## src/logic/mcr_params.svh

```systemverilog
// constants of the miscellaneous control block
`ifndef MCR_PARAMS_SVH
`define MCR_PARAMS_SVH

// ****************************************************************
// register map (byte addresses of the register port)
// ****************************************************************
`define MCR_ADDR_W          6
`define MCR_ADDR_MISC_LO    6'h34
`define MCR_ADDR_MISC_HI    6'h35
`define MCR_ADDR_ADC_LO     6'h0A
`define MCR_ADDR_ADC_HI     6'h0B
`define MCR_MISC_RESET      16'h0000
`define MCR_RDATA_NONE      8'h00

// ****************************************************************
// field positions inside misc_control
// ****************************************************************
`define MCR_BIT_RDY_SEL     0
`define MCR_BIT_RDY_POL     1
`define MCR_BIT_RDY_EN      2
`define MCR_BIT_CHK_EN      8
`define MCR_BIT_REVERSE     9
`define MCR_BIT_NO_POST     10
`define MCR_HI_OFS          8

// ****************************************************************
// converter and angle figures
// ****************************************************************
`define MCR_ADC_W           12
`define MCR_ADC_HI_W        4
`define MCR_INCL_W          14
`define MCR_INCL_FULL       14'h3840
`define MCR_INCL_NOMINAL    14'h05C8
`define MCR_INCL_ZERO       14'h0000

// ****************************************************************
// timing
// ****************************************************************
`define MCR_CLK_HZ          20000000
`define MCR_POST_HP_MS      13
`define MCR_POST_LP_MS      35
`define MCR_POST_HP_CYC     (`MCR_POST_HP_MS * (`MCR_CLK_HZ / 1000))
`define MCR_POST_LP_CYC     (`MCR_POST_LP_MS * (`MCR_CLK_HZ / 1000))
`define MCR_TMR_W           20
`define MCR_TMR_ZERO        20'h00000
`define MCR_TMR_ONE         20'h00001

`endif

```

## src/logic/mcr_pkg.sv

```systemverilog
// types shared by the miscellaneous control block
`default_nettype none
package mcr_pkg;

  // ****************************************************************
  // register fields and pin drive bundles
  // ****************************************************************
  typedef struct packed {
    logic no_post;
    logic reverse;
    logic chk_en;
  } mcr_vol_t;

  typedef struct packed {
    logic rdy_en;
    logic rdy_pol;
    logic rdy_sel;
  } mcr_nvol_t;

  typedef struct packed {
    logic [1:0] out;
    logic [1:0] oe;
  } mcr_pins_t;

  typedef enum logic [1:0] {
    MCR_SEQ_BOOT,
    MCR_SEQ_POST,
    MCR_SEQ_IDLE,
    MCR_SEQ_CONT
  } mcr_state_t;

endpackage : mcr_pkg

`default_nettype wire

```

## src/logic/mcr_misc_control.sv

```systemverilog
// miscellaneous control register with sample-ready pin, self-check and aux converter result
`timescale 1ns/1ns
`default_nettype none
`include "mcr_params.svh"

// What this block does
// - 16-bit misc_control at 0x34/0x35, resets 0x0000
// - default holds only until first write
// - sample-ready bits survive reset, nonvolatile
// - self-check bits 8/9 clear on every reset, bit 10 only on power-up clear
// - bit 10 skips startup self-check
// - startup self-check about 13/35 ms
// - bit 9 reverses inclination rotation
// - bit 8 runs continuous self-check
// - bit 2 enables, bit 0 picks pin
// - bit 1 sets sample-ready polarity
// - 12-bit converter result readable
// - result straight binary, zero-based
// - ready clears mid-conversion, sets after processing
// - misc over alarm over general pin setup
// - self-check forces 37 degrees, reports pass/fail
module mcr_misc_control
  import mcr_pkg::*;
#(
  parameter int POST_HP_CYC = `MCR_POST_HP_CYC,
  parameter int POST_LP_CYC = `MCR_POST_LP_CYC
) (
  input  wire logic                        clk,            // core clock, 20 MHz
  input  wire logic                        rst_n,          // synchronous reset, active low
  input  wire logic                        por_n,          // power-up clear, active low
  input  wire logic                        reg_wr,         // byte write strobe
  input  wire logic                        reg_rd,         // byte read strobe
  input  wire logic [`MCR_ADDR_W-1:0]      reg_addr,       // byte address
  input  wire logic [7:0]                  reg_wdata,      // write byte
  output logic      [7:0]                  reg_rdata_q,    // read byte
  input  wire logic                        low_power,      // low power mode
  input  wire logic                        sample_done,    // processing cycle complete
  input  wire logic                        conv_mid,       // partway through conversion
  input  wire logic                        check_pass,     // self-check diagnostic verdict
  input  wire logic [`MCR_INCL_W-1:0]      incl_raw,       // measured inclination
  input  wire logic                        adc_done,       // converter finished
  input  wire logic [`MCR_ADC_W-1:0]       adc_result,     // converter code
  input  wire mcr_pkg::mcr_pins_t          alarm_pins,     // alarm_setup pin claim
  input  wire logic [1:0]                  gpio_out,       // general pin levels
  input  wire logic [1:0]                  gpio_oe,        // general pin directions
  input  wire logic [1:0]                  aux_pin_in,     // aux pin levels from pads
  output logic      [1:0]                  aux_pin_out_q,  // aux pin drive level
  output logic      [1:0]                  aux_pin_oe_q,   // aux pin drive enable
  output logic      [1:0]                  aux_pin_level,  // synchronised pad level
  output logic      [`MCR_INCL_W-1:0]      incl_out_q,     // inclination presented
  output logic                             self_check_busy_q, // self-check running
  output logic                             self_check_fail_q  // last self-check failed
);

  // ****************************************************************
  // state
  // ****************************************************************
  mcr_vol_t                vol_q, vol_d;
  mcr_nvol_t               nvol_q, nvol_d;
  mcr_state_t              state_q, state_d;
  logic [`MCR_TMR_W-1:0]   tmr_q, tmr_d;
  logic                    fail_d;
  logic                    busy_d;
  logic                    rdy_act_q, rdy_act_d;
  logic [`MCR_ADC_W-1:0]   adc_q, adc_d;
  logic [7:0]              rdata_d;
  logic [15:0]             misc_word;
  logic [`MCR_INCL_W-1:0]  incl_d;
  mcr_pins_t               pins_d;
  logic                    rdy_level;

  // unused bit positions are never stored, so they read zero
  always_comb
  begin
    misc_word = `MCR_MISC_RESET;
    misc_word[`MCR_BIT_RDY_SEL] = nvol_q.rdy_sel;
    misc_word[`MCR_BIT_RDY_POL] = nvol_q.rdy_pol;
    misc_word[`MCR_BIT_RDY_EN]  = nvol_q.rdy_en;
    misc_word[`MCR_BIT_CHK_EN]  = vol_q.chk_en;
    misc_word[`MCR_BIT_REVERSE] = vol_q.reverse;
    misc_word[`MCR_BIT_NO_POST] = vol_q.no_post;
  end

  // ****************************************************************
  // register writes and reads
  // ****************************************************************
  always_comb
  begin
    vol_d  = vol_q;
    nvol_d = nvol_q;
    if (reg_wr && reg_addr == `MCR_ADDR_MISC_LO)
    begin
      nvol_d.rdy_sel = reg_wdata[`MCR_BIT_RDY_SEL];
      nvol_d.rdy_pol = reg_wdata[`MCR_BIT_RDY_POL];
      nvol_d.rdy_en  = reg_wdata[`MCR_BIT_RDY_EN];
    end
    if (reg_wr && reg_addr == `MCR_ADDR_MISC_HI)
    begin
      vol_d.chk_en  = reg_wdata[`MCR_BIT_CHK_EN - `MCR_HI_OFS];
      vol_d.reverse = reg_wdata[`MCR_BIT_REVERSE - `MCR_HI_OFS];
      vol_d.no_post = reg_wdata[`MCR_BIT_NO_POST - `MCR_HI_OFS];
    end
    adc_d = adc_done ? adc_result : adc_q;
    case (reg_addr)
      `MCR_ADDR_MISC_LO: rdata_d = misc_word[7:0];
      `MCR_ADDR_MISC_HI: rdata_d = misc_word[15:8];
      `MCR_ADDR_ADC_LO:  rdata_d = adc_q[7:0];
      `MCR_ADDR_ADC_HI:  rdata_d = {{(8-`MCR_ADC_HI_W){1'b0}}, adc_q[`MCR_ADC_W-1:8]};
      default:           rdata_d = `MCR_RDATA_NONE;
    endcase
    if (!reg_rd)
      rdata_d = reg_rdata_q;
  end

  always_ff @(posedge clk)
  begin
    // bit 10 outlives rst_n, else a skipped startup check could never be skipped
    if (!por_n)
    begin
      nvol_q        <= '0;
      vol_q.no_post <= 1'b0;
    end
    else
    begin
      nvol_q        <= nvol_d;
      vol_q.no_post <= vol_d.no_post;
    end
    if (!rst_n)
    begin
      vol_q.chk_en  <= 1'b0;
      vol_q.reverse <= 1'b0;
      adc_q         <= '0;
      reg_rdata_q   <= `MCR_RDATA_NONE;
    end
    else
    begin
      vol_q.chk_en  <= vol_d.chk_en;
      vol_q.reverse <= vol_d.reverse;
      adc_q         <= adc_d;
      reg_rdata_q   <= rdata_d;
    end
  end

  // ****************************************************************
  // self-check sequencer
  // ****************************************************************
  always_comb
  begin
    state_d = state_q;
    tmr_d   = tmr_q;
    fail_d  = self_check_fail_q;
    case (state_q)
      MCR_SEQ_BOOT:
      begin
        if (vol_q.no_post)
          state_d = MCR_SEQ_IDLE;
        else
        begin
          state_d = MCR_SEQ_POST;
          tmr_d   = low_power ? `MCR_TMR_W'(POST_LP_CYC - 1)
                              : `MCR_TMR_W'(POST_HP_CYC - 1);
        end
      end
      MCR_SEQ_POST:
      begin
        if (tmr_q == `MCR_TMR_ZERO)
        begin
          state_d = MCR_SEQ_IDLE;
          fail_d  = !check_pass;
        end
        else
          tmr_d = tmr_q - `MCR_TMR_ONE;
      end
      MCR_SEQ_IDLE:
      begin
        if (vol_q.chk_en)
          state_d = MCR_SEQ_CONT;
      end
      MCR_SEQ_CONT:
      begin
        fail_d = !check_pass;
        if (!vol_q.chk_en)
          state_d = MCR_SEQ_IDLE;
      end
      default: state_d = MCR_SEQ_IDLE;
    endcase
    busy_d = (state_d == MCR_SEQ_POST) || (state_d == MCR_SEQ_CONT);
    if (busy_d)
      incl_d = `MCR_INCL_NOMINAL;
    else if (vol_d.reverse && incl_raw != `MCR_INCL_ZERO)
      incl_d = `MCR_INCL_FULL - incl_raw;
    else
      incl_d = incl_raw;
  end

  always_ff @(posedge clk)
  begin
    if (!rst_n)
    begin
      state_q           <= MCR_SEQ_BOOT;
      tmr_q             <= `MCR_TMR_ZERO;
      self_check_fail_q <= 1'b0;
      self_check_busy_q <= 1'b0;
      incl_out_q        <= `MCR_INCL_ZERO;
    end
    else
    begin
      state_q           <= state_d;
      tmr_q             <= tmr_d;
      self_check_fail_q <= fail_d;
      self_check_busy_q <= busy_d;
      incl_out_q        <= incl_d;
    end
  end

  // ****************************************************************
  // sample-ready output and aux pin arbitration
  // ****************************************************************
  always_comb
  begin
    rdy_act_d = rdy_act_q;
    if (conv_mid)
      rdy_act_d = 1'b0;
    if (sample_done)
      rdy_act_d = 1'b1;
    rdy_level = nvol_d.rdy_pol ? rdy_act_d : !rdy_act_d;
    pins_d.out = gpio_out;
    pins_d.oe  = gpio_oe;
    for (int i = 0; i < 2; i++)
    begin
      if (alarm_pins.oe[i])
      begin
        pins_d.out[i] = alarm_pins.out[i];
        pins_d.oe[i]  = 1'b1;
      end
      if (nvol_d.rdy_en && (nvol_d.rdy_sel == i[0]))
      begin
        pins_d.out[i] = rdy_level;
        pins_d.oe[i]  = 1'b1;
      end
    end
  end

  always_ff @(posedge clk)
  begin
    if (!rst_n)
    begin
      rdy_act_q     <= 1'b0;
      aux_pin_out_q <= 2'h0;
      aux_pin_oe_q  <= 2'h0;
    end
    else
    begin
      rdy_act_q     <= rdy_act_d;
      aux_pin_out_q <= pins_d.out;
      aux_pin_oe_q  <= pins_d.oe;
    end
  end

  mcr_sync3 #(
    .WIDTH   (2)
  ) u_pin_sync (
    .clk     (clk),
    .rst_n   (rst_n),
    .async_i (aux_pin_in),
    .level_q (aux_pin_level)
  );
endmodule : mcr_misc_control

`default_nettype wire

```

## src/logic/mcr_sync3.sv

```systemverilog
// three-stage synchroniser that accepts a change once stages two and three agree
`timescale 1ns/1ns
`default_nettype none

module mcr_sync3 #(
  parameter int WIDTH = 2
) (
  input  wire logic             clk,     // core clock
  input  wire logic             rst_n,   // synchronous reset, active low
  input  wire logic [WIDTH-1:0] async_i, // level from outside the domain
  output logic      [WIDTH-1:0] level_q  // filtered level
);

  logic [WIDTH-1:0] s1_q;
  logic [WIDTH-1:0] s2_q;
  logic [WIDTH-1:0] s3_q;
  logic [WIDTH-1:0] level_d;

  genvar gi;
  generate
    for (gi = 0; gi < WIDTH; gi++)
    begin : g_bit
      always_comb
      begin
        level_d[gi] = (s2_q[gi] == s3_q[gi]) ? s3_q[gi] : level_q[gi];
      end

      always_ff @(posedge clk)
      begin
        if (!rst_n)
        begin
          s1_q[gi]    <= 1'b0;
          s2_q[gi]    <= 1'b0;
          s3_q[gi]    <= 1'b0;
          level_q[gi] <= 1'b0;
        end
        else
        begin
          s1_q[gi]    <= async_i[gi];
          s2_q[gi]    <= s1_q[gi];
          s3_q[gi]    <= s2_q[gi];
          level_q[gi] <= level_d[gi];
        end
      end
    end
  endgenerate

endmodule : mcr_sync3

`default_nettype wire

```

## config.mk

```make
export PLATFORM = sky130hd
export DESIGN_NAME = mcr_misc_control
export DESIGN_NICKNAME = d
export VERILOG_FILES = /design/src/logic/mcr_pkg.sv /design/src/logic/mcr_misc_control.sv /design/src/logic/mcr_sync3.sv
export VERILOG_INCLUDE_DIRS = /design/src /design/src/logic
export SDC_FILE = /design/constraint.sdc
export NUM_CORES = 1
export LEC_CHECK = 0
export BUFFER_PORTS_ARGS = -buffer_cell sky130_fd_sc_hd__buf_2
export CAP_MARGIN = 10
export CORE_MARGIN = 5
export CORE_UTILIZATION = 40
export CTS_BUF_LIST = sky130_fd_sc_hd__clkbuf_8
export CTS_CLUSTER_DIAMETER = 50
export DETAILED_ROUTE_END_ITERATION = 10
export GPL_TIMING_DRIVEN = 0
export PLACE_DENSITY_LB_ADDON = 0.3
export SLEW_MARGIN = 20
export SYNTH_ARGS = -nofsm -noshare
export SYNTH_HDL_FRONTEND = slang
export SYNTH_SLANG_ARGS = --single-unit
```

## constraint.sdc

```tcl
create_clock -name clk -period 3 [get_ports clk]
set_input_delay 0.3 -clock clk [delete_from_list [all_inputs] [get_ports clk]]
set_output_delay 0.3 -clock clk [all_outputs]
set_load 0.1 [all_outputs]
```

==> summary.txt <==
DIE AREA = 10,840 um2
Final setup vio count = 0
VDD IR-drop max = 250.7 uV
Pins Over Slew Limit = 0
Max-Cap Viols = 0
Max Root-Sink Buffers = 2
Post-synthesis compound-gate area fraction = 18.50%
Setup TNS = 0 ns
Status = finished clean
Fin util = 49.37%
Worst Path Arrival = 2.98 ns
Post-synth EDFFs = 0
Clk sink count = 76
Synth Instances = 397
Critical Path RT = 3.27 ns
Synthesized net count = 459
Core ar. = 8678 um2
Period utilization = 90.25%
Port bufs = 82
# Post-CTS Setup Buffers = 0
Antenna violations before repair = 0
Clk_lat worst skew = 0.34 ns
Final ANT Viol Nets = 0
Pwr dens = 523.5 nW/um2
GRT Total Usage = 16.12%
Largest net degree at the start of global routing = 13
Synth area leader = dfxtp_1
Syn Std Cell Area = 3543 um2
Leakage power = 1.731 nW
Element type at the critical path end = flip-flop
CTS Buf Count = 9
Main synth FF type = dfxtp_1
Largest family of logic cells by synthesized area = simple AND/OR/NAND/NOR gates
CTS Root Cell = clkbuf_8
Die W = 104.1 um
Crit path kind = reg2reg
Post-Synth Adder-Cell Area = 0.7062%
Peak Freq = 369.4 MHz
Drt initial violations = 136
Post-synthesis sequential area ratio = 42.94%
Worst setup SP type = flip-flop
Vias/cell = 5.470
Fin crit period = 2.707 ns
Gr ovfl total = 0
Ratio of cells with drive above 1 in the final layout = 22.67%
Largest cells by area after synthesis = dfxtp_1 (43%), mux2i_1 (8.8%), nor2_1 (5.0%)
Routed vias = 3,293
Synth top area share = 42.94%
# DRC = 0
Ports = 90
Async S/R FF share, synth = 0%
Synth cell types = 57
CTS resizes = 0
HPWL Detailed = 6747 um
Routability Congestion = 0.7973
HP Class = in2reg
WL final = 8958 um
Mux share of post-synthesis cell area = 9.710%
Post-route cell area = 4284 um2
R2r setup slk = 0.29 ns
CTS clk-pin slew, worst paths = 0.08 ns
RSZ-0062 raised after global routing = no
Final Skew = 0.009590 ns
First-pass GRT wire length = 14,720 um
XOR/XNOR Fraction of Synth Area = 2.719%
# diodes = 0
#FFs+latches synth = 76
CTS tree = done
Initial Utilization = 40.83%
Max H-tree Level = 3
First-pass iteration count of the detailed router = 4
Row Count = 34
Hold slack = 0.1588 ns
Slew HR = 53.78%
Area Overhead vs Synth = 20.90%
Final hold violation count = 0
Yosys warns = 0
WL/cell = 14.88 um
Nets = 552
Mapped Avg Cell Area = 8.925 um2
Vias in the first global route = 3,226
Vert. Die Dim = 104.1 um
Simple-gate share of the synthesized area = 22.00%
Post-DP Area = 4089 um2
Worst Max-Slew Pin Slew = 0.6933 ns
Worst Path Max Fanout = 10
Post-CTS Hold Buffers = 0
[cells in the final DEF (no fill, tap or decap), types with 4 or more instances in the layout]
cell type	Yosys	layout
or3_1	6	6
and2_1	7	7
buf_2	1	83
o21a_1	4	4
nor3_1	11	11
a31oi_1	5	5
clkbuf_1	16	16
nor2b_1	11	11
xnor2_1	7	7
xor2_1	4	4
nand2_1	17	17
o31a_1	5	5
o31ai_1	7	7
o21ai_0	25	25
o211ai_1	8	8
mux2i_1	31	31
dfxtp_1	76	76
a21oi_1	29	29
nor2_1	47	47
inv_1	8	10
or4_1	11	11
clkbuf_8	0	10
nand3_1	6	6
[per-stage QoR]
stage / power [mW] / worst slack, ns / instances
after floorplan: 1.385 / 0.4892 / 397
after global routing: 2.354 / 0.1249 / 602
after global placement: 1.490 / 0.3539 / 587
after detailed placement: 1.498 / 0.2368 / 587
final: 2.243 / 0.2926 / 602
after CTS: 2.267 / 0.2240 / 602
[cell type report]
cell class	count	area, um2
fillers	901	4394
multi-input cells	292	1904
flip-flops and latches	76	1521
repair buffers	82	410.4
clock buffers	10	137.6
well taps	108	135.1
plain buffers	21	91.34
clock inverters	5	53.80
inverters	8	30.03
[worst max-delay path, stage by stage, from the launching register on]
cell,delay [ns]
dfxtp_1,0.35
inv_1,0.07
ha_1,0.16
nor3b_1,0.54
nand4_1,0.45
o21ai_2,0.40
buf_4,0.25
nand3_2,0.21
a21oi_1,0.20
[Yosys cell counts (2+ instances only)]
library cell,count
xor2_1,4
o211ai_1,8
and2_1,7
or3_1,6
o31ai_1,7
o21a_1,4
o31a_1,5
xnor2_1,7
nor4b_1,2
o32ai_1,2
o21ai_0,25
mux2i_1,31
a21oi_1,29
nor2_1,47
o221ai_1,3
o2111a_1,2
clkbuf_1,16
a31oi_1,5
nor4_1,3
nor3_1,11
or4_4,2
dfxtp_1,76
inv_1,8
mux2_2,3
nand3b_1,3
nand4_1,3
or4_1,11
nand2b_1,3
ha_1,2
buf_1,2
nor2b_1,11
nand3_1,6
nor3b_1,3
nand2_1,17
[cells by family after synthesis]
kind of cell,Yosys count
adder cells (fa/ha/maj),2
AO/OA/AOI/OAI,102
XOR/XNOR,11
flip-flops,76
AND/OR/NAND/NOR,143
buffers and inverters,29
multiplexers,34
[final timing paths]
kind | end | from | cells after the start
max | incl_out_q[12]$_SDFF_PP0_ | tmr_q[0]$_SDFFE_PN0P_ | 8
min | u_pin_sync.s1_q[0]$_SDFF_PN0_ | aux_pin_in[0] | 2
max reg2reg | incl_out_q[12]$_SDFF_PP0_ | tmr_q[0]$_SDFFE_PN0P_ | 8
min reg2reg | u_pin_sync.s2_q[0]$_SDFF_PN0_ | u_pin_sync.s1_q[0]$_SDFF_PN0_ | 1
[power breakdown]
part	switching, mW	internal (mW)
clock	0.367	0.400
combinational	0.254	0.125
sequential	0.0374	1.06
total	0.658	1.58
[layer usage]
metal	vias up	routed length, um	GRT usage [%]	share of wire (%)
li1	1649	-	-	-
met1	1547	4011	19.54	45
met2	79	4312	27.14	48
met3	18	492	4.035	5.5
met4	0	142	6.568	1.6
met5	-	0	0	0
[flip-flops by register name, summed over array words and instances, names as in the netlist]
signal	flops
state_q	1
aux_pin_out_q	2
misc_word	6
self_check_fail_q	1
aux_pin_oe_q	2
u_pin_sync.level_q	2
u_pin_sync.s3_q	2
incl_out_q	14
rdy_act_q	1
self_check_busy_q	1
u_pin_sync.s2_q	2
tmr_q	20
reg_rdata_q	8
adc_q	12
u_pin_sync.s1_q	2
(Power assumes the default switching activity.)
